`src/hli_pkg.sv`:
```
// Purpose: shared constants for the second link controller interrupt block
// Assumes: one clock, registers reached over a plain strobe port
// Notes:   offsets, bit positions, reset values and patterns live here only
package hli_pkg;

    // register port geometry
    localparam int unsigned ADDR_W = 8;
    localparam int unsigned DATA_W = 8;

    // register offsets on the plain register port
    localparam logic [7:0] OFS_EVENT_STATUS = 8'h16;
    localparam logic [7:0] OFS_EVENT_ENABLE = 8'h17;
    localparam logic [7:0] OFS_PENDING      = 8'h18;

    // status and enable bit positions (same layout in both registers)
    localparam int unsigned BIT_MSG_TYPE   = 7;
    localparam int unsigned BIT_TX_START   = 6;
    localparam int unsigned BIT_RX_START   = 5;
    localparam int unsigned BIT_TX_END     = 4;
    localparam int unsigned BIT_RX_END     = 3;
    localparam int unsigned BIT_FCS_ERR    = 2;
    localparam int unsigned BIT_ABORT      = 1;
    localparam int unsigned BIT_FLAG_OCTET = 0;

    // number of sticky event flags (bits 6..0)
    localparam int unsigned NUM_EVENTS = 7;

    // reset values
    localparam logic [7:0] RST_STATUS = 8'h00;
    localparam logic [7:0] RST_ENABLE = 8'h00;
    localparam logic [7:0] RST_RDATA  = 8'h00;

    // writable enable bits; bit 7 is reserved and stays zero
    localparam logic [7:0] ENABLE_RW_MASK = 8'h7f;

    // incoming data link channel patterns
    localparam logic [7:0] FLAG_OCTET     = 8'h7e;
    localparam int unsigned ABORT_ONES    = 7;

endpackage : hli_pkg

```
`src/hli_flag_bank.sv`:
```
// Purpose: bank of sticky event flags with set-over-clear priority
// Assumes: set and clear are single-cycle masks in the mclk domain
// Notes:   a flag set and cleared in one cycle stays set, so no event is lost
`timescale 1ns/10ps
`default_nettype none
module hli_flag_bank #(
    parameter int unsigned WIDTH = 7
) (
    // clock and reset
    input  wire logic             mclk,
    input  wire logic             sys_rst,
    // event side
    input  wire logic [WIDTH-1:0] set_mask,
    // software side
    input  wire logic [WIDTH-1:0] clr_mask,
    output logic      [WIDTH-1:0] flags
);

    if (WIDTH < 1 || WIDTH > 8) begin : g_width_check
        $error("hli_flag_bank: WIDTH must be 1 to 8");
    end

    typedef struct packed {
        logic [WIDTH-1:0] flags;
    } hli_bank_state_t;

    hli_bank_state_t st_reg;
    hli_bank_state_t st_next;

    // set wins over clear in the same cycle
    always_comb begin
        st_next       = st_reg;
        st_next.flags = (st_reg.flags & ~clr_mask) | set_mask;
    end

    always_ff @(posedge mclk or posedge sys_rst) begin
        if (sys_rst) begin
            st_reg <= '0;
        end else begin
            st_reg <= st_next;
        end
    end

    assign flags = st_reg.flags;

endmodule : hli_flag_bank
`default_nettype wire

```
`src/hli_octet_watch.sv`:
```
// Purpose: watch the incoming data link bits for the flag octet and aborts
// Assumes: one bit per cycle where bit_valid is high, oldest bit first
// Notes:   outputs are one-cycle pulses, registered
`timescale 1ns/10ps
`default_nettype none
module hli_octet_watch #(
    parameter int unsigned ONES_LIMIT = hli_pkg::ABORT_ONES
) (
    // clock and reset
    input  wire logic mclk,
    input  wire logic sys_rst,
    // incoming data link channel
    input  wire logic bit_valid,
    input  wire logic bit_data,
    // detections
    output logic      flag_octet_seen,
    output logic      abort_seen
);

    if (ONES_LIMIT < 1 || ONES_LIMIT > 15) begin : g_limit_check
        $error("hli_octet_watch: ONES_LIMIT must be 1 to 15");
    end

    typedef struct packed {
        logic [7:0] shift;
        logic [3:0] ones;
        logic       flag_hit;
        logic       abort_hit;
    } hli_watch_state_t;

    hli_watch_state_t st_reg;
    hli_watch_state_t st_next;

    // newest bit enters at bit 0, so the octet reads in arrival order
    always_comb begin
        st_next           = st_reg;
        st_next.flag_hit  = 1'b0;
        st_next.abort_hit = 1'b0;
        if (bit_valid) begin
            st_next.shift = {st_reg.shift[6:0], bit_data};
            if (st_next.shift == hli_pkg::FLAG_OCTET) begin
                st_next.flag_hit = 1'b1;
            end
            if (!bit_data) begin
                st_next.ones = 4'h0;
            end else if (st_reg.ones != 4'(ONES_LIMIT)) begin
                st_next.ones = st_reg.ones + 4'h1;
                // one pulse per run, on the seventh one in a row
                if (st_next.ones == 4'(ONES_LIMIT)) begin
                    st_next.abort_hit = 1'b1;
                end
            end
        end
    end

    always_ff @(posedge mclk or posedge sys_rst) begin
        if (sys_rst) begin
            st_reg <= '0;
        end else begin
            st_reg <= st_next;
        end
    end

    assign flag_octet_seen = st_reg.flag_hit;
    assign abort_seen      = st_reg.abort_hit;

endmodule : hli_octet_watch
`default_nettype wire

```
`src/hli_top.sv`:
```
// Purpose: interrupt status and enable logic of the second link controller
// Assumes: event inputs are one-cycle pulses synchronous to mclk
// Notes:   read data appear one cycle after the read strobe; irq registered
//
// Behaviour
// Receive end flag (bit 3) sets on a complete message or a full buffer.
// Event flags hold until a status read or a written one clears them.
// Frame check error flag (bit 2) sets on a check sequence mismatch.
// Abort flag (bit 1) sets on seven consecutive ones on the link.
// Flag octet flag (bit 0) sets whenever the link carries 0x7e.
// Software takes flag octet plus receive end as a whole message.
// Enable bit 6 lets transmit start raise the interrupt.
// Enable bit 5 lets receive start raise the interrupt.
// Enable bit 4 lets transmit end raise the interrupt.
// Enable bit 3 lets receive end raise the interrupt.
// Enable bits are read/write, one enables, zero disables, reset zero.
// Enable bit 7 is reserved, does nothing and reads zero.
// Enable bits 2, 1, 0 gate check error, abort and flag octet events.
// Status bits 6 and 4 hold transmit start and end, cleared alike.
// The interrupt is high while any enabled status flag is set.
//
// Our own choices: the strobed register port and the address map.
`timescale 1ns/10ps
`default_nettype none
module hli_top (
    // clock and reset
    input  wire logic                        mclk,
    input  wire logic                        sys_rst,
    // register port
    input  wire logic [hli_pkg::ADDR_W-1:0]  reg_addr,
    input  wire logic [hli_pkg::DATA_W-1:0]  reg_wdata,
    input  wire logic                        reg_wr,
    input  wire logic                        reg_rd,
    output logic      [hli_pkg::DATA_W-1:0]  reg_rdata,
    // receive side of the second link controller
    input  wire logic                        rx_msg_start,
    input  wire logic                        rx_msg_done,
    input  wire logic                        rx_buf_full,
    input  wire logic                        rx_fcs_mismatch,
    input  wire logic                        rx_msg_type,
    // incoming data link channel bits
    input  wire logic                        dl_bit_valid,
    input  wire logic                        dl_bit,
    // transmit side of the second link controller
    input  wire logic                        tx_msg_start,
    input  wire logic                        tx_msg_done,
    // interrupt request
    output logic                             irq
);

    localparam int unsigned NE = hli_pkg::NUM_EVENTS;

    // registered state of the block
    typedef struct packed {
        logic [7:0]    enable;
        logic          msg_type;
        logic [7:0]    rdata;
        logic          irq;
    } hli_top_state_t;

    hli_top_state_t st_reg;
    hli_top_state_t st_next;

    // pattern detector outputs
    logic          flag_octet_seen;
    logic          abort_seen;

    // event and flag vectors
    logic [NE-1:0] ev_set;
    logic [NE-1:0] ev_clr;
    logic [NE-1:0] flags;
    logic [NE-1:0] pending;

    // decoded strobes
    logic          wr_status;
    logic          wr_enable;
    logic          rd_status;

    // register address match
    function automatic logic hit(
        input logic [hli_pkg::ADDR_W-1:0] a,
        input logic [7:0]                 ofs
    );
        hit = (a == ofs);
    endfunction : hit

    // status word as software sees it: message type above the flags
    function automatic logic [7:0] status_word(
        input logic          mtype,
        input logic [NE-1:0] f
    );
        status_word = {mtype, f};
    endfunction : status_word

    // the two link pattern detections come from the serial watcher
    hli_octet_watch #(
        .ONES_LIMIT (hli_pkg::ABORT_ONES)
    ) u_watch (
        .mclk            (mclk),
        .sys_rst         (sys_rst),
        .bit_valid       (dl_bit_valid),
        .bit_data        (dl_bit),
        .flag_octet_seen (flag_octet_seen),
        .abort_seen      (abort_seen)
    );

    // strobe decode
    assign wr_status = reg_wr & hit(reg_addr, hli_pkg::OFS_EVENT_STATUS);
    assign wr_enable = reg_wr & hit(reg_addr, hli_pkg::OFS_EVENT_ENABLE);
    assign rd_status = reg_rd & hit(reg_addr, hli_pkg::OFS_EVENT_STATUS);

    // hardware events into their status positions
    always_comb begin
        ev_set                         = '0;
        ev_set[hli_pkg::BIT_TX_START]  = tx_msg_start;
        ev_set[hli_pkg::BIT_RX_START]  = rx_msg_start;
        ev_set[hli_pkg::BIT_TX_END]    = tx_msg_done;
        ev_set[hli_pkg::BIT_RX_END]    = rx_msg_done | rx_buf_full;
        ev_set[hli_pkg::BIT_FCS_ERR]   = rx_fcs_mismatch;
        ev_set[hli_pkg::BIT_ABORT]     = abort_seen;
        ev_set[hli_pkg::BIT_FLAG_OCTET] = flag_octet_seen;
    end

    // a status read clears every flag it returned; a written one clears that flag.
    // flags set in the read cycle are not in the snapshot, and set wins,
    // so they survive to the next read
    always_comb begin
        ev_clr = '0;
        if (rd_status) begin
            ev_clr = flags;
        end
        if (wr_status) begin
            ev_clr = ev_clr | reg_wdata[NE-1:0];
        end
    end

    // sticky flags, also feeding the status word for pairing
    hli_flag_bank #(
        .WIDTH (NE)
    ) u_flags (
        .mclk     (mclk),
        .sys_rst  (sys_rst),
        .set_mask (ev_set),
        .clr_mask (ev_clr),
        .flags    (flags)
    );

    // enabled flags; bit 7 of enable has no event behind it
    assign pending = flags & st_reg.enable[NE-1:0];

    // next-state: enable writes, read data and the interrupt request
    always_comb begin
        st_next          = st_reg;
        st_next.msg_type = rx_msg_type;
        if (wr_enable) begin
            // reserved bit 7 is dropped, so it reads back zero
            st_next.enable = reg_wdata & hli_pkg::ENABLE_RW_MASK;
        end
        // read data stand for one cycle only, zero otherwise
        st_next.rdata = hli_pkg::RST_RDATA;
        if (reg_rd) begin
            case (1'b1)
                hit(reg_addr, hli_pkg::OFS_EVENT_STATUS): begin
                    st_next.rdata = status_word(st_reg.msg_type, flags);
                end
                hit(reg_addr, hli_pkg::OFS_EVENT_ENABLE): begin
                    st_next.rdata = st_reg.enable;
                end
                hit(reg_addr, hli_pkg::OFS_PENDING): begin
                    st_next.rdata = {1'b0, pending};
                end
                default: begin
                    st_next.rdata = hli_pkg::RST_RDATA;
                end
            endcase
        end
        // level request from the registered flags, one cycle behind them;
        // check error, abort and flag octet gate through bits 2..0
        st_next.irq = |pending;
    end

    // all control state resets to constants
    always_ff @(posedge mclk or posedge sys_rst) begin
        if (sys_rst) begin
            st_reg.enable   <= hli_pkg::RST_ENABLE;
            st_reg.msg_type <= 1'b0;
            st_reg.rdata    <= hli_pkg::RST_RDATA;
            st_reg.irq      <= 1'b0;
        end else begin
            st_reg <= st_next;
        end
    end

    // outputs come straight from flip-flops
    assign reg_rdata = st_reg.rdata;
    assign irq       = st_reg.irq;

endmodule : hli_top
`default_nettype wire

```
`config.mk`:
```
export PLATFORM = sky130hd
export DESIGN_NAME = hli_top
export DESIGN_NICKNAME = d
export VERILOG_FILES = /design/src/hli_pkg.sv /design/src/hli_flag_bank.sv /design/src/hli_octet_watch.sv /design/src/hli_top.sv
export SDC_FILE = /design/constraint.sdc
export NUM_CORES = 1
export LEC_CHECK = 0
export ABC_AREA = 1
export ABC_CLOCK_PERIOD_IN_PS = 3150
export BUFFER_PORTS_ARGS = -buffer_cell sky130_fd_sc_hd__clkbuf_2
export CAP_MARGIN = 15
export CELL_PAD_IN_SITES_DETAIL_PLACEMENT = 1
export CELL_PAD_IN_SITES_GLOBAL_PLACEMENT = 1
export CORE_MARGIN = 2
export CORE_UTILIZATION = 43
export CTS_CLUSTER_DIAMETER = 200
export CTS_CLUSTER_SIZE = 14
export DETAILED_ROUTE_END_ITERATION = 10
export GPL_ROUTABILITY_DRIVEN = 1
export GPL_TIMING_DRIVEN = 0
export PLACE_DENSITY = 0.91
export SLEW_MARGIN = 5
export SYNTH_ARGS = -nofsm -noshare
export SYNTH_HDL_FRONTEND = slang
export SYNTH_SLANG_ARGS = --single-unit
```
`constraint.sdc`:
```
create_clock -name mclk -period 3.15 [get_ports mclk]
set_clock_uncertainty 0.05 [all_clocks]
set_input_delay 0.315 -clock mclk [delete_from_list [all_inputs] [get_ports mclk]]
set_output_delay 0.315 -clock mclk [all_outputs]
set_load 0.005 [all_outputs]
```
After elaboration in Yosys (flattened, before gate mapping)
Cells that the tools add are included.

Add/subtract/negate cells: 1. Eq/ne operators: 7. Mux-type cells: 13. Bitwise gates (word level): 9. Reduce and logical (&&, ||, !) cells: 2.

Operator list (number): two-way mux 7 bit (4); equality test 8 x 5 -> 1 bit (second input constant) (3); two-way mux 8 bit (2); bitwise AND 7 bit (2); bitwise OR 7 bit (2); equality test 8 x 7 -> 1 bit (second input constant) (1); two-way mux 4 bit (2); inverter 7 bit (1); OR reduction 7 bit (1); adder 4 x 1 -> 4 bit (second input constant) (1); equality test 4 x 3 -> 1 bit (second input constant) (1); two-way mux 1 bit (4); inequality test 4 x 3 -> 1 bit (second input constant) (1); bitwise AND 1 bit (3); two-way mux 2 bit (1); inequality test 2 x 1 -> 1 bit (second input constant) (1); AND reduction 2 bit (1); bitwise OR 1 bit (1).

Bits in registers: 37. Input bits: 29. Output and inout bits: 9. Logic and storage cells: 41.

Longest topological paths before layout
Depth in word-level cells: 8. Mapped depth: 8. Gate-level depth less buffers: 8.

By module
A second synthesis with hierarchy kept.

Cells, all modules: 266. Area total of the unflattened synthesis: 2014.4 µm².

Modules (own cells, without submodules): hli_top (times used 1, cells an instance 158, area each 1126.1 µm², sequential area each 425.4 µm²); hli_octet_watch (times used 1, cells an instance 72, area each 604.3 µm², sequential area each 325.3 µm²); hli_flag_bank (times used 1, cells an instance 36, area each 284.0 µm², sequential area each 175.2 µm²).

Worst setup path after synthesis
OpenSTA, ideal clock, no wires.

Path kind: register -> register. Start: register u_watch.st_reg[2] (netlist name). End: register u_watch.st_reg, in the netlist u_watch.abort_seen. Library setup time: 0.088 ns. Arrival time: 1.048 ns. Required time: 3.012 ns. Path slack: 1.964 ns. Cell stages (with the launch flop): 7. Path buffers: 0. Period minus slack after synthesis: 1.186 ns. Cells stage by stage: dfrtp_1 > ha_1 > nand3_1 > nand3_1 > inv_1 > nand2_1 > nor3b_1.

RTL lines: from (decl) (line hli_octet_watch.sv:31) `hli_watch_state_t st_reg;`; from (signal assigned) (line hli_octet_watch.sv:60) `st_reg <= st_next;`.

==> flow_summary.toml <==
[setup_path]
cp.arrival_ns = 1.48
r2r-start = "u_watch.st_reg[2]"
critPathLaunch = "u_watch.st_reg[2]"
reg2reg_depth = 6
reg2reg_slack_ns = 1.83
start_kind = "flip-flop"
cp-end-kind = "flip-flop"
required_ns = 3.31
regToRegEndpoint = "u_watch.abort_seen"
path_max_fanout = 3
path_class = "flip-flop to flip-flop"
worstSetupEndpoint = "u_watch.abort_seen"

[sta]
whs_ns = 0.0761
period_share_pct = 42.0
worst_pin_slew_ns = 0.767
worst_slew_margin_rel_pct = 48.8
tns_ns = 0
finalSetupViolations = 0
maxSlewViolCount = 0
hold_viol = 0
fmax_ghz = 0.756
rsz0062_at_grt = "no"
period_minus_slack_ns = 1.32
finalWorstSetupSlack_ns = 1.83

[routing]
ant_nets = 0
first_iter_violations = 92
routed-via-count = 1605
wl_per_cell_um = 12.0
firstDrtPassIters = 4
drt-total-wl_um = 4000
post_drt_via_cell_ratio = 4.81
drc = 0

[synthesis]
synth_seq_cells = 37
synthCells = 240
yosysWarnings = 0
ys_types = 23
ys_seq_area_share_pct = 48.1
synth_area_um2 = 1920
syn_nets = 271
avgSynthCellArea_um2 = 8.02

[layout]
area_growth_pct = 17.0
num_antenna_cells = 0
most-common-layout-cells = "nand2_1, dfrtp_1, clkbuf_2, inv_1, o21ai_0"
drive_above_1_share_pct = 24.5
final_cells = 334
layout.cells.most_common = "nand2_1"
final_util_pct = 52.1
fill_cells = 564
final_nets = 313
largest_reg_flops = 11
finalInstanceArea_um2 = 2250

[min_path]
hold_class = "input pin to flip-flop"

[clock_tree]
cts_root_buf = "clkbuf_8"
path_clk_slew_ns = 0.07
holdBufCountCts = 0
cts_sinks = 37
postCtsSetupBuffers = 0
cts_buffer_depth = 2
post_cts_resized = 0
numCtsBuffers = 5
insertion_delay_ns = 0.29
cts_tree = "done"
htreeDepth = 2

[grt]
grt_pass1_wl_um = 7000
grtUsageMet3_pct = 3.56
overflow = 0
grtUsageMet1_pct = 18.6
first_global_vias = 1706
grt.total_usage_pct = 17.7
grt_max_degree = 38
use_met2_pct = 34.5
grt-busiest-layer = "met2"
antenna_found_initial = 0

[pwr]
p_total_uw = 956
p_leak_nw = 1.33
power.density_nw_per_um2 = 425
ir_drop_mv = 0.333

[floorplanning]
initial_core_util_pct = 44.5
core_area_um2 = 4320
ios = 38
fp.dieW_um = 70.9
die-area_um2 = 5030
core.rowCount = 24
die_y_um = 70.9

[placement]
post_dp_cell_area_um2 = 2160
portBuffers = 35
place_congestion = 0.807
dpl_worst_slack_ns = 1.76
place_inst = 327
dp_hpwl_um = 3100

[run]
maxCapViolCount = 0

[status]
status = "finished clean"
-- critical path, stage by stage (launching register included) --
cell and delay [ns]:
dfrtp_1 0.40, ha_1 0.23, nand3_1 0.11, nand3_1 0.09, inv_1 0.11, nand2_1 0.08, nor3b_1 0.16
-- report_power, final --
| part | switching [mW] | leakage (nW) | total [mW] | internal [mW] |
|---|---|---|---|---|
| clock | 0.158 | 0.0443 | 0.331 | 0.173 |
| sequential | 0.0210 | 0.467 | 0.524 | 0.503 |
| combinational | 0.0611 | 0.814 | 0.101 | 0.0397 |
| total | 0.240 | 1.33 | 0.956 | 0.716 |
-- kinds of logic (layout without fill, tap and decap cells) --
logic type	count (synthesis)	count (layout)	synth area share, %
XOR/XNOR	2	2	0.910
AO/OA/AOI/OAI	14	14	3.97
buffers and inverters	39	81	9.88
adder cells (fa/ha/maj)	2	2	1.30
AND/OR/NAND/NOR	146	146	35.8
flip-flops	37	37	48.1
-- final cells by class --
cell class | count | area [um2] | area share (%)
Buffer | 11 | 85.1 | 3.78
Clock buffer | 7 | 86.3 | 3.84
Inverter | 28 | 105 | 4.67
Multi-Input combinational cell | 164 | 808 | 35.9
Sequential cell | 37 | 926 | 41.1
Tap cell | 52 | 65.1 | 2.89
Timing Repair Buffer | 35 | 175 | 7.78
-- how the worst min path moves through the flow --
stage                       end  cells after the start               startpoint  slack (ns)
6_report              st_reg[9]                      1              rx_msg_type        0.08
5_1_grt               st_reg[9]                      1              rx_msg_type        0.06
4_1_cts               st_reg[9]                      1              rx_msg_type        0.07
3_5_place_dp          st_reg[9]                      1              rx_msg_type        0.38
3_3_place_gp   u_flags.flags[0]                      2  u_watch.flag_octet_seen        0.36
2_1_floorplan         st_reg[9]                      0              rx_msg_type        0.30
-- layer usage --
layer  wire length, um  vias up
met3               144        5
met5                 0        -
met2              2190       24
li1                  -      807
met4                54        0
met1              1600      769
-- synthesized netlist by cell type, drive strengths merged --
| library cell | number | share of area (%) |
|---|---|---|
| a21boi | 1 | 0.59 |
| buf | 11 | 4.4 |
| dfrtp | 37 | 48 |
| ha | 2 | 1.3 |
| inv | 28 | 5.5 |
| nand2 | 110 | 23 |
| nand3 | 13 | 4.0 |
| nand3b | 7 | 2.7 |
| nand4 | 1 | 0.33 |
| nor2 | 12 | 5.1 |
| nor3 | 1 | 0.26 |
| nor3b | 1 | 0.39 |
| o21ai | 13 | 3.4 |
| or2 | 1 | 0.33 |
| xor2 | 2 | 0.91 |
No activity file was read; power rests on OpenSTA's default activity.
